--- config.mk ---
export PLATFORM = sky130hd
export DESIGN_NAME = clock_lock_regs
export DESIGN_NICKNAME = d
export VERILOG_FILES = /design/src/common/clk_lock_pkg.sv /design/src/hw/lock_field.sv /design/src/hw/clock_lock_regs.sv
export SDC_FILE = /design/constraint.sdc
export NUM_CORES = 1
export LEC_CHECK = 0
export BUFFER_PORTS_ARGS = -buffer_cell sky130_fd_sc_hd__buf_2
export CAP_MARGIN = 0
export CORE_MARGIN = 2
export CORE_UTILIZATION = 50
export CTS_BUF_LIST = sky130_fd_sc_hd__clkbuf_8
export DETAILED_ROUTE_END_ITERATION = 12
export PLACE_DENSITY = 0.79
export SYNTH_ARGS = -nofsm -noshare
export SYNTH_HDL_FRONTEND = slang
export SYNTH_HIERARCHICAL = 1
export SYNTH_SLANG_ARGS = --single-unit
--- constraint.sdc ---
create_clock -name clk -period 6.8 [get_ports clk]
set_input_delay 2.04 -clock clk [delete_from_list [all_inputs] [get_ports clk]]
set_output_delay 2.04 -clock clk [all_outputs]
set_load 0.05 [all_outputs]
--- src/common/clk_lock_pkg.sv ---
package clk_lock_pkg;

  localparam int          ADDR_W   = 12;
  localparam int          DATA_W   = 32;

  // Byte addresses of the registers
  localparam logic [11:0] OFS_CLOCK_LOCKS = 12'h03C;
  localparam logic [11:0] OFS_SEC_CTRL    = 12'h040;
  localparam logic [11:0] OFS_SEC_LOCK    = 12'h044;
  localparam logic [11:0] OFS_OSC_CTRL    = 12'h048;
  localparam logic [11:0] OFS_SCRATCH0    = 12'h100;
  localparam logic [11:0] OFS_SCRATCH1    = 12'h104;

  // Lock bit positions in clock_setting_locks
  localparam int FAST_OSC_TEST_IN4_LOCK     = 31;
  localparam int FAST_OSC_TEST_IN3_LOCK     = 30;
  localparam int FAST_OSC_TEST_IN2_LOCK     = 29;
  localparam int FAST_OSC_TEST_IN1_LOCK     = 28;
  localparam int FAST_OSC_FACTORY_TRIM_LOCK = 27;
  localparam int CRYSTAL_TRIM_LOCK          = 26;
  localparam int FAST_OSC_TEMP_CTRL_LOCK    = 25;
  localparam int FAST_OSC_BIAS_LOCK         = 24;
  localparam int FAST_OSC_STARTUP_LOCK      = 23;
  localparam int FAST_OSC_BYPASS_LOCK       = 22;
  localparam int SLOW_OSC_DEBUG2_LOCK       = 20;
  localparam int SLOW_OSC_DEBUG1_LOCK       = 19;
  localparam int SLOW_OSC_BYPASS_LOCK       = 18;
  localparam int RTC_DIVIDER_LOCK           = 13;
  localparam int SLOW_OSC_POWERDOWN_LOCK    = 12;
  localparam int FAST_OSC_POWERDOWN_LOCK    = 11;

  // Defined lock bits; all others are reserved
  localparam logic [31:0] LOCK_MASK = 32'hFFDC_3800;
  localparam logic [31:0] LOCKS_RST = 32'h0000_0000;

  // Security override and its lock
  localparam int   SEC_OVERRIDE_BIT = 0;
  localparam int   SEC_LOCK_BIT     = 0;
  localparam logic SEC_OVERRIDE_RST = 1'b0;
  localparam logic SEC_LOCK_RST     = 1'b0;
  localparam logic JTAG_DENY_RST    = 1'b1;

  // Oscillator control fields guarded by the locks
  localparam int         RTC_DIV_LSB    = 3;
  localparam int         RTC_DIV_W      = 4;
  localparam int         RTC_APPLY_BIT  = 2;
  localparam int         RTC_EN_BIT     = 1;
  localparam int         SLOW_PD_BIT    = 12;
  localparam int         FAST_PD_BIT    = 11;
  localparam logic [3:0] RTC_DIV_RST    = 4'h0;
  localparam logic       RTC_APPLY_RST  = 1'b1;
  localparam logic       RTC_EN_RST     = 1'b1;
  localparam logic       PD_RST         = 1'b0;

  localparam logic [31:0] SCRATCH_RST = 32'h0000_0000;
  localparam logic [31:0] ZERO_WORD   = 32'h0000_0000;

  typedef struct packed {
    logic [11:0] addr;
    logic [31:0] wdata;
    logic        wr;
    logic        rd;
  } reg_req_s;

  typedef struct packed {
    logic [3:0] rtc_divider_value;
    logic       rtc_div_apply;
    logic       rtc_clk_en;
    logic       slow_osc_pd;
    logic       fast_osc_pd;
  } osc_ctrl_s;

  function automatic logic hit(input logic [11:0] addr, input logic [11:0] ofs);
    return addr == ofs;
  endfunction : hit

endpackage : clk_lock_pkg

--- src/hw/lock_field.sv ---
`timescale 1ns/1ps
// Field that ignores writes while its lock is set
module lock_field #(
  parameter int unsigned      W   = 1,
  parameter logic [W-1:0]     RST = '0
) (
  // Clock and clear
  input  wire logic         clk,
  input  wire logic         clr,
  // Write side
  input  wire logic         wr,
  input  wire logic         lock,
  input  wire logic [W-1:0] d,
  // Stored value
  output logic      [W-1:0] q
);

  always_ff @(posedge clk) begin
    if (clr) begin
      q <= RST;
    end else if (wr && !lock) begin
      q <= d;
    end
  end

endmodule : lock_field

--- src/hw/clock_lock_regs.sv ---
// Chosen here: the plain strobed port.
`timescale 1ns/1ps
module clock_lock_regs (
  // Clock, resets and enable
  input  wire logic                    clk,
  input  wire logic                    srst,
  input  wire logic                    ce,
  input  wire logic                    cold_rst,
  input  wire logic                    warm_rst,
  // Register port
  input  wire clk_lock_pkg::reg_req_s  req,
  output logic [31:0]                  rdata,
  // Security
  input  wire logic                    otp_area_programmed,
  output logic                         security_override,
  output logic                         jtag_tap_deny,
  // Clock control
  output logic [31:0]                  clock_locks,
  output clk_lock_pkg::osc_ctrl_s      osc_ctrl,
  output logic                         rtc_div_load
);
  import clk_lock_pkg::*;

  logic [31:0] clock_lock_r;
  logic [31:0] clock_lock_nxt;
  logic        sec_lock_r;
  logic        sec_lock_nxt;
  logic [31:0] rdata_r;
  logic [31:0] rdata_nxt;
  logic        jtag_deny_r;
  logic        jtag_deny_nxt;
  logic        load_r;
  logic        load_nxt;

  logic        sec_ovr_q;
  logic [31:0] scratch0_q;
  logic [31:0] scratch1_q;
  logic [3:0]  rtc_div_q;
  logic        rtc_apply_q;
  logic        rtc_en_q;
  logic        slow_pd_q;
  logic        fast_pd_q;

  // Address decode
  wire         sel_locks   = hit(req.addr, OFS_CLOCK_LOCKS);
  wire         sel_sec     = hit(req.addr, OFS_SEC_CTRL);
  wire         sel_sec_lk  = hit(req.addr, OFS_SEC_LOCK);
  wire         sel_osc     = hit(req.addr, OFS_OSC_CTRL);
  wire         sel_scr0    = hit(req.addr, OFS_SCRATCH0);
  wire         sel_scr1    = hit(req.addr, OFS_SCRATCH1);

  // Write strobes, gated by the clock enable
  wire         wr_go       = ce & req.wr;
  wire         wr_locks    = wr_go & sel_locks;
  wire         wr_sec      = wr_go & sel_sec;
  wire         wr_sec_lk   = wr_go & sel_sec_lk;
  wire         wr_osc      = wr_go & sel_osc;
  wire         wr_scr0     = wr_go & sel_scr0;
  wire         wr_scr1     = wr_go & sel_scr1;

  // Power reset loads every reset value (JTAG denial, RTC apply and enable load 1); cold reset loads those of the sticky fields
  wire         cold_clr    = srst | (ce & cold_rst);

  wire [31:0]  lock_set_bits = req.wdata & LOCK_MASK;
  wire         rtc_locked  = clock_lock_r[RTC_DIVIDER_LOCK];
  wire         slow_pd_lk  = clock_lock_r[SLOW_OSC_POWERDOWN_LOCK];
  wire         fast_pd_lk  = clock_lock_r[FAST_OSC_POWERDOWN_LOCK];

  // Lock bits only ever set here
  assign clock_lock_nxt = wr_locks ? (clock_lock_r | lock_set_bits)
                                   : clock_lock_r;
  assign sec_lock_nxt   = sec_lock_r | (wr_sec_lk & req.wdata[SEC_LOCK_BIT]);

  always_ff @(posedge clk) begin
    if (srst) begin
      clock_lock_r <= LOCKS_RST;
      sec_lock_r   <= SEC_LOCK_RST;
    end else if (ce) begin
      clock_lock_r <= clock_lock_nxt;
      sec_lock_r   <= sec_lock_nxt;
    end
  end

  // Security override, held against writes while its lock is set; cold reset still clears it
  lock_field #(
    .W   (1),
    .RST (SEC_OVERRIDE_RST)
  ) u_sec_override (
    .clk  (clk),
    .clr  (cold_clr),
    .wr   (wr_sec),
    .lock (sec_lock_r),
    .d    (req.wdata[SEC_OVERRIDE_BIT]),
    .q    (sec_ovr_q)
  );

  // Sticky scratch words: no warm reset input
  lock_field #(
    .W   (32),
    .RST (SCRATCH_RST)
  ) u_scratch0 (
    .clk  (clk),
    .clr  (cold_clr),
    .wr   (wr_scr0),
    .lock (1'b0),
    .d    (req.wdata),
    .q    (scratch0_q)
  );

  lock_field #(
    .W   (32),
    .RST (SCRATCH_RST)
  ) u_scratch1 (
    .clk  (clk),
    .clr  (cold_clr),
    .wr   (wr_scr1),
    .lock (1'b0),
    .d    (req.wdata),
    .q    (scratch1_q)
  );

  // RTC divider fields
  lock_field #(
    .W   (RTC_DIV_W),
    .RST (RTC_DIV_RST)
  ) u_rtc_div (
    .clk  (clk),
    .clr  (cold_clr),
    .wr   (wr_osc),
    .lock (rtc_locked),
    .d    (req.wdata[RTC_DIV_LSB +: RTC_DIV_W]),
    .q    (rtc_div_q)
  );

  lock_field #(
    .W   (1),
    .RST (RTC_APPLY_RST)
  ) u_rtc_apply (
    .clk  (clk),
    .clr  (cold_clr),
    .wr   (wr_osc),
    .lock (rtc_locked),
    .d    (req.wdata[RTC_APPLY_BIT]),
    .q    (rtc_apply_q)
  );

  lock_field #(
    .W   (1),
    .RST (RTC_EN_RST)
  ) u_rtc_en (
    .clk  (clk),
    .clr  (cold_clr),
    .wr   (wr_osc),
    .lock (rtc_locked),
    .d    (req.wdata[RTC_EN_BIT]),
    .q    (rtc_en_q)
  );

  // Oscillator power-down controls
  lock_field #(
    .W   (1),
    .RST (PD_RST)
  ) u_slow_pd (
    .clk  (clk),
    .clr  (cold_clr),
    .wr   (wr_osc),
    .lock (slow_pd_lk),
    .d    (req.wdata[SLOW_PD_BIT]),
    .q    (slow_pd_q)
  );

  lock_field #(
    .W   (1),
    .RST (PD_RST)
  ) u_fast_pd (
    .clk  (clk),
    .clr  (cold_clr),
    .wr   (wr_osc),
    .lock (fast_pd_lk),
    .d    (req.wdata[FAST_PD_BIT]),
    .q    (fast_pd_q)
  );

  // Divider is applied on a written 0 to 1 edge of the apply bit
  assign load_nxt = wr_osc & ~rtc_locked & ~cold_clr
                    & req.wdata[RTC_APPLY_BIT] & ~rtc_apply_q;

  // Read views, reserved bits zero
  wire [31:0] rd_sec   = {31'h0000_0000, sec_ovr_q};
  wire [31:0] rd_sec_l = {31'h0000_0000, sec_lock_r};
  wire [31:0] rd_osc   = {19'h0_0000, slow_pd_q, fast_pd_q, 4'h0,
                          rtc_div_q, rtc_apply_q, rtc_en_q, 1'b0};

  wire [31:0] rd_mux   = sel_locks  ? (clock_lock_r & LOCK_MASK) :
                         sel_sec    ? rd_sec :
                         sel_sec_lk ? rd_sec_l :
                         sel_osc    ? rd_osc :
                         sel_scr0   ? scratch0_q :
                         sel_scr1   ? scratch1_q :
                                      ZERO_WORD;

  assign rdata_nxt     = req.rd ? rd_mux : ZERO_WORD;
  assign jtag_deny_nxt = otp_area_programmed & ~sec_ovr_q;

  always_ff @(posedge clk) begin
    if (srst) begin
      rdata_r     <= ZERO_WORD;
      jtag_deny_r <= JTAG_DENY_RST;
      load_r      <= 1'b0;
    end else if (ce) begin
      rdata_r     <= warm_rst ? ZERO_WORD : rdata_nxt;
      jtag_deny_r <= jtag_deny_nxt;
      load_r      <= warm_rst ? 1'b0 : load_nxt;
    end
  end

  assign rdata             = rdata_r;
  assign jtag_tap_deny     = jtag_deny_r;
  assign rtc_div_load      = load_r;
  assign security_override = sec_ovr_q;
  assign clock_locks       = clock_lock_r;
  assign osc_ctrl          = '{rtc_divider_value: rtc_div_q,
                               rtc_div_apply:     rtc_apply_q,
                               rtc_clk_en:        rtc_en_q,
                               slow_osc_pd:       slow_pd_q,
                               fast_osc_pd:       fast_pd_q};
endmodule : clock_lock_regs

==> results of run 1 <==
## Yosys cell counts, types with 2 or more instances
cell and number:
a21oi_1 2, a221o_1 15, a22oi_1 15, a31oi_1 16, and2_1 2, and2b_1 3
and2b_4 2, buf_1 3, buf_2 16, buf_4 21, buf_6 7, clkbuf_1 24
dfxtp_1 124, mux2_2 9, mux2i_1 24, nand2_1 7, nand2b_1 72, nand3b_1 3
nand4bb_1 71, nor2_1 50, nor2b_4 3, nor3_1 5, o21ai_0 2, o21ai_1 17
o21ai_2 60, or2_2 3, or3_1 2, or4_1 5, or4b_1 3
## worst max-delay path, cell delays in order
cell     delay (ns)
buf_2          0.85
or4bb_1        0.63
nor4_4         0.81
and2_1         0.72
a221o_1        0.27
## cells by family after synthesis
kind of cell / Yosys count / share of synthesized area (%)
muxes: 33 / 5.59
AOI/OAI and AO/OA: 134 / 17.3
other: 1 / 0.0614
and+or+nand+nor: 240 / 29.6
DFF: 124 / 40.6
buffers and inverters: 72 / 6.90
## layer usage
metal | vias up | routed length, microns
met3 | 35 | 1080
met2 | 206 | 7520
met5 | - | 0
met4 | 0 | 356
met1 | 2451 | 6620
li1 | 2356 | -
## registers in the layout, indices dropped and copies added, names as in the netlist
| name | count |
|---|---|
| rtc_div_load | 1 |
| sec_lock_r | 1 |
| u_scratch1/q | 32 |
| u_scratch0/q | 32 |
| u_rtc_en/q | 1 |
| rdata | 32 |
| u_fast_pd/q | 1 |
| u_slow_pd/q | 1 |
| u_sec_override/q | 1 |
| u_rtc_apply/q | 1 |
| u_rtc_div/q | 4 |
| clock_locks | 16 |
| jtag_tap_deny | 1 |
## area by class of cell
cell class | instances | area (sq um) | area share, %
timing repair buffer | 113 | 573 | 8.22
inverter | 1 | 3.75 | 0.0538
multi-input combinational | 435 | 3320 | 47.6
sequential | 124 | 2480 | 35.6
tap | 147 | 184 | 2.64
clock inverter | 15 | 175 | 2.51
clock buffer | 17 | 234 | 3.35
## per-stage QoR
stage	total power, mW	cells
global placement	0.848	820
detailed placement	0.851	820
CTS	1.51	852
global route	1.55	852
floorplan	0.827	631
finish	1.50	852
## final timing paths
| path | to |
|---|---|
| setup / recovery | rdata[19]$_SDFFE_PP0P_ |
| hold / removal | rtc_div_load$_SDFFE_PP0P_ |
| setup reg to reg | rtc_div_load$_SDFFE_PP0P_ |
| hold reg to reg | rtc_div_load$_SDFFE_PP0P_ |
## power by group
group,switching (mW),internal (mW),total [mW]
Clock,0.304,0.360,0.664
Sequential,0.000206,0.726,0.726
Combinational,0.0704,0.0414,0.112
==> reports/results.ini, run 1 <==
[setup_path]
arrival_ns=5.34
worstPathMaxFanout=39
required_ns=7.18
r2r_start=clock_locks[13]$_SDFFE_PP0P_
worst-setup-path-type=input pin to flop
cp-end-kind=flop
critPathLaunch=req[36]
critPathLaunchType=input pin
r2r_slack_ns=5.23
r2r_cells=4

[clock_network]
ctsHoldBuffers=0
clock_sinks=124
post_cts_resized=0
cts_buffers=17
clk_pin_slew_ns=0.08
ctsRootBufferMaster=clkbuf_8
clock_path_buffers=2
postCtsSetupRepairBufs=0
cts_max_level=4
clkLatencyLatePin_ns=0.44
cts_tree=built

[drt]
first_pass_iters=5
wirelength_mm=15.6
via_count=5048
viasPerCell=5.92
drc_errors=0
routedWlPerCell_microns=18.3
ant_nets=0
drt_iter0_markers=378

[power_and_ir_drop]
max-vdd-ir-drop_mv=0.115
power_density_mw_per_mm2=215
leakage_nw=2.72

[timing]
max-slew-margin-rel_pct=19.9
rsz0062_at_grt=no
setup_viol=0
hold_viol_final=0
clock_skew_ns=0.00797
slew_viol_final=0
holdWs_ns=0.450
timing.final.crit_period_ns=4.96
worstMarginPinSlew_ns=1.19
finalCritPeriodShare_pct=72.9
fmaxAchievable_ghz=0.202
setup_tns_ns=0
setup_ws_ns=1.84

[layout]
utilization_pct=58.3
antenna_cells=0
final_cell_mix=124 x dfxtp_1, 110 x buf_2, 72 x nand2b_1
syn_to_final_growth_pct=14.1
drive_above_1_share_pct=32.6
filler_cell_count=1018
mostFrequentLayoutCell=dfxtp_1
final_area_sq_mm=0.00698
layout.nets=744

[logic_synthesis]
synth_cells=604
syn_area_sq_mm=0.00611
syn_avg_cell_area_sq_um=10.1
synthFlopType=dfxtp_1
ys_types=47
synthArstFlopShare_pct=0
ys_seq_area_share_pct=40.6
yosys_register_bits=124
yosysWarningCount=6
synth_area_leader_cell=dfxtp_1
synth_edf_count=0
synth_top_area_share_pct=40.6
synth.top_cells.by_area=dfxtp_1 41%, nand4bb_1 13%, o21ai_2 8.6%, nand2b_1 7.4%, mux2i_1 3.9%

[hold_path]
min_path_cells=2
hold_path.class=flop to flop
min-delay-start=rtc_div_load$_SDFFE_PP0P_

[place]
place_area_sq_mm=0.00657
gp_congestion=0.881
dp_hpwl_mm=10.1
post-place-ws_ns=1.50
port_buffers=110

[global_route]
track_usage_pct=23.9
busiest_layer=met2
grt_use_met3_pct=5.61
antenna_found_initial=0
first_global_vias=4976
globalRoute.totalOverflow=0
grt_pass1_wl_mm=24.7
grt_use_met1_pct=29.9
grt_max_degree=85
grt.met2_usage_pct=39.4

[die]
die_area_sq_mm=0.0131
rows=40
ios=127
coreArea_sq_mm=0.0120
initial_core_util_pct=51.1
die_h_microns=115
die_w_microns=115

[outcome]
status=completed

[flow_run]
cap_violations=0

Power figures use the tool's default switching activity.
==> run 2, diff against run 1 <==
==> constraint.sdc (replaced) <==
create_clock -name clk -period 4.6 [get_ports clk]
set_input_delay 1.38 -clock clk [delete_from_list [all_inputs] [get_ports clk]]
set_output_delay 1.38 -clock clk [all_outputs]
set_load 0.05 [all_outputs]
==> run 2 against run 1 <==
Die area is the same. Clock skew grew 0.0030 ns. Setup slack lost 0.64 ns. Critical path depth grew 1. Cell area is essentially flat. Critical path type unchanged.
==> reports/results.ini, run 2 (same netlist as run 1, synthesis figures left out) <==
[die]
coreArea_sq_mm=0.0120  ; unchanged
die_area_sq_mm=0.0131  ; unchanged
rows=40  ; unchanged
die_w_microns=115  ; unchanged
initial_core_util_pct=51.1  ; unchanged
ios=127  ; unchanged
die_h_microns=115  ; unchanged

[layout]
drive_above_1_share_pct=32.6  ; unchanged
antenna_cells=0  ; unchanged
final_area_sq_mm=0.00698  ; about the same
layout.nets=748  ; +0.54%
utilization_pct=58.3  ; about the same
mostFrequentLayoutCell=dfxtp_1
final_cell_mix=124 x dfxtp_1, 110 x buf_2, 72 x nand2b_1
final_cells=852  ; unchanged
syn_to_final_growth_pct=14.2  ; about the same

[timing]
slew_viol_final=0  ; unchanged
setup_viol=0  ; unchanged
setup_ws_ns=1.20  ; -0.643 ns
max-slew-margin-rel_pct=26.3  ; +6.5 points
clock_skew_ns=0.0109  ; +0.00298 ns
finalCritPeriodShare_pct=73.9
fmaxAchievable_ghz=0.294
rsz0062_at_grt=no
timing.final.crit_period_ns=3.40
hold_viol_final=0  ; unchanged
worstMarginPinSlew_ns=1.10  ; -0.0883 ns
holdWs_ns=0.472  ; +0.0214 ns
setup_tns_ns=0  ; unchanged

[global_route]
first_global_vias=4983  ; +0.14%
track_usage_pct=24.1  ; +0.16 points
grt_max_degree=85  ; unchanged
globalRoute.totalOverflow=0  ; unchanged
antenna_found_initial=0  ; unchanged
grt_pass1_wl_mm=24.9  ; +1.0%

[power_and_ir_drop]
internal_power_mw=1.64  ; +46%
power_density_mw_per_mm2=309  ; +43%
leakage_nw=2.74  ; +0.62%
comb_power_share_pct=7.8  ; +0.4 points
finalPower_mw=2.16  ; +44%
switching_power_mw=0.511  ; +37%
power_switching_share_pct=23.7  ; -1.2 points
clkPwrFrac_pct=42.4  ; -1.8 points
seq_power_share_pct=49.8  ; +1.4 points
max-vdd-ir-drop_mv=0.124  ; +8.0%

[setup_path]
critPathLaunchType=input pin
worstPathMaxFanout=11  ; -72%
r2r_start=clock_locks[13]$_SDFFE_PP0P_
worstPathBufferInverterCount=1  ; unchanged
arrival_ns=3.75  ; -1.59 ns
crit_chain=buf_2 -> or4_1 -> or3_1 -> nor2_1 -> nor2b_4 -> mux2i_1
r2r_slack_ns=2.98  ; -2.25 ns
required_ns=4.95  ; -2.23 ns
r2r-end=rtc_div_load$_SDFFE_PP0P_
worst_path_max_delay_cell=or4_1
cp-end-kind=flop
critPathMaxStageDelay_ns=0.70  ; -0.15 ns
cpLargestDelayFamily=simple AND/OR/NAND/NOR gates
r2r_cells=4  ; unchanged
worst-setup-path-type=input pin to flop

[clock_network]
ctsRootBufferMaster=clkbuf_8
clock_path_buffers=2  ; unchanged
post_cts_resized=0  ; unchanged
clk_pin_slew_ns=0.07  ; about the same
cts_tree=built
clkLatencyLatePin_ns=0.43  ; about the same
postCtsSetupRepairBufs=0  ; unchanged
cts_max_level=4  ; unchanged
clock_sinks=124  ; unchanged
ctsHoldBuffers=0  ; unchanged
cts_buffers=17  ; unchanged

[place]
port_buffers=110  ; unchanged
gp_congestion=0.874  ; -0.81%
dp_hpwl_mm=10.2  ; +1.0%
dpl.cell_count=824  ; +0.49%
post-place-ws_ns=0.808  ; -0.696 ns
place_area_sq_mm=0.00661  ; +0.65%

[hold_path]
min_to=rtc_div_load$_SDFFE_PP0P_
min-delay-start=rtc_div_load$_SDFFE_PP0P_
min_path_cells=2  ; unchanged
hold_path.class=flop to flop

[drt]
top_layer=met4
dr_wl_met3_microns=982  ; -9.0%
wl_met1_mm=6.86  ; +3.7%
first_pass_iters=5  ; unchanged
viasPerCell=5.92  ; -0.12%
ant_nets=0  ; unchanged
drt_iter0_markers=387  ; +2.4%
drc_errors=0  ; unchanged
wirelength_mm=15.7  ; +0.96%
via_count=5042  ; -0.12%
routedWlPerCell_microns=18.5  ; +0.96%
met2_length_mm=7.62  ; +1.2%

[outcome]
status=completed

[flow_run]
cap_violations=0  ; unchanged

==> run 2: per-layer routing <==
layer  vias up  track usage (%)
li1       2360                -
met1      2446             30.1
met2       207             40.4
met3        29             5.66
met4         0             8.78
met5         -                0
==> run 2: area by class of cell <==
| type | instances | area (sq um) |
|---|---|---|
| tap | 147 | 184 |
| multi-input combinational | 435 | 3320 |
| clock buffer | 20 | 275 |
| fill | 991 | 4980 |
| sequential | 124 | 2480 |
| timing repair buffer | 117 | 616 |
| clock inverter | 8 | 95.1 |
| inverter | 1 | 3.75 |
==> run 2: worst max path at each step <==
stage	from	to	cells after the start
after floorplan	req[43]	u_scratch1/q[0]$_SDFFE_PP0P_	6
after global placement	req[42]	u_rtc_en/q$_SDFFE_PP1P_	6
after detailed placement	req[42]	u_rtc_en/q$_SDFFE_PP1P_	6
after CTS	req[42]	u_rtc_en/q$_SDFFE_PP1P_	6
after global routing	srst	rdata[12]$_SDFFE_PP0P_	5
final	req[42]	u_rtc_en/q$_SDFFE_PP1P_	6
==> run 2: power by group through the flow <==
stage / clock network, mW / logic [mW] / registers [mW]
6_report: 0.914 / 0.168 / 1.07
5_1_grt: 0.979 / 0.177 / 1.07
4_1_cts: 0.932 / 0.161 / 1.07
3_5_place_dp: 0 / 0.161 / 1.10
3_3_place_gp: 0 / 0.157 / 1.10
2_1_floorplan: 0 / 0.122 / 1.10
==> run 2: worst reg2reg max path: cells and delay by family, from the launching register on <==
kind	cells	cell delay [ns]
AO/OA/AOI/OAI	1	0.15
flip-flops	1	0.51
AND/OR/NAND/NOR	3	0.89
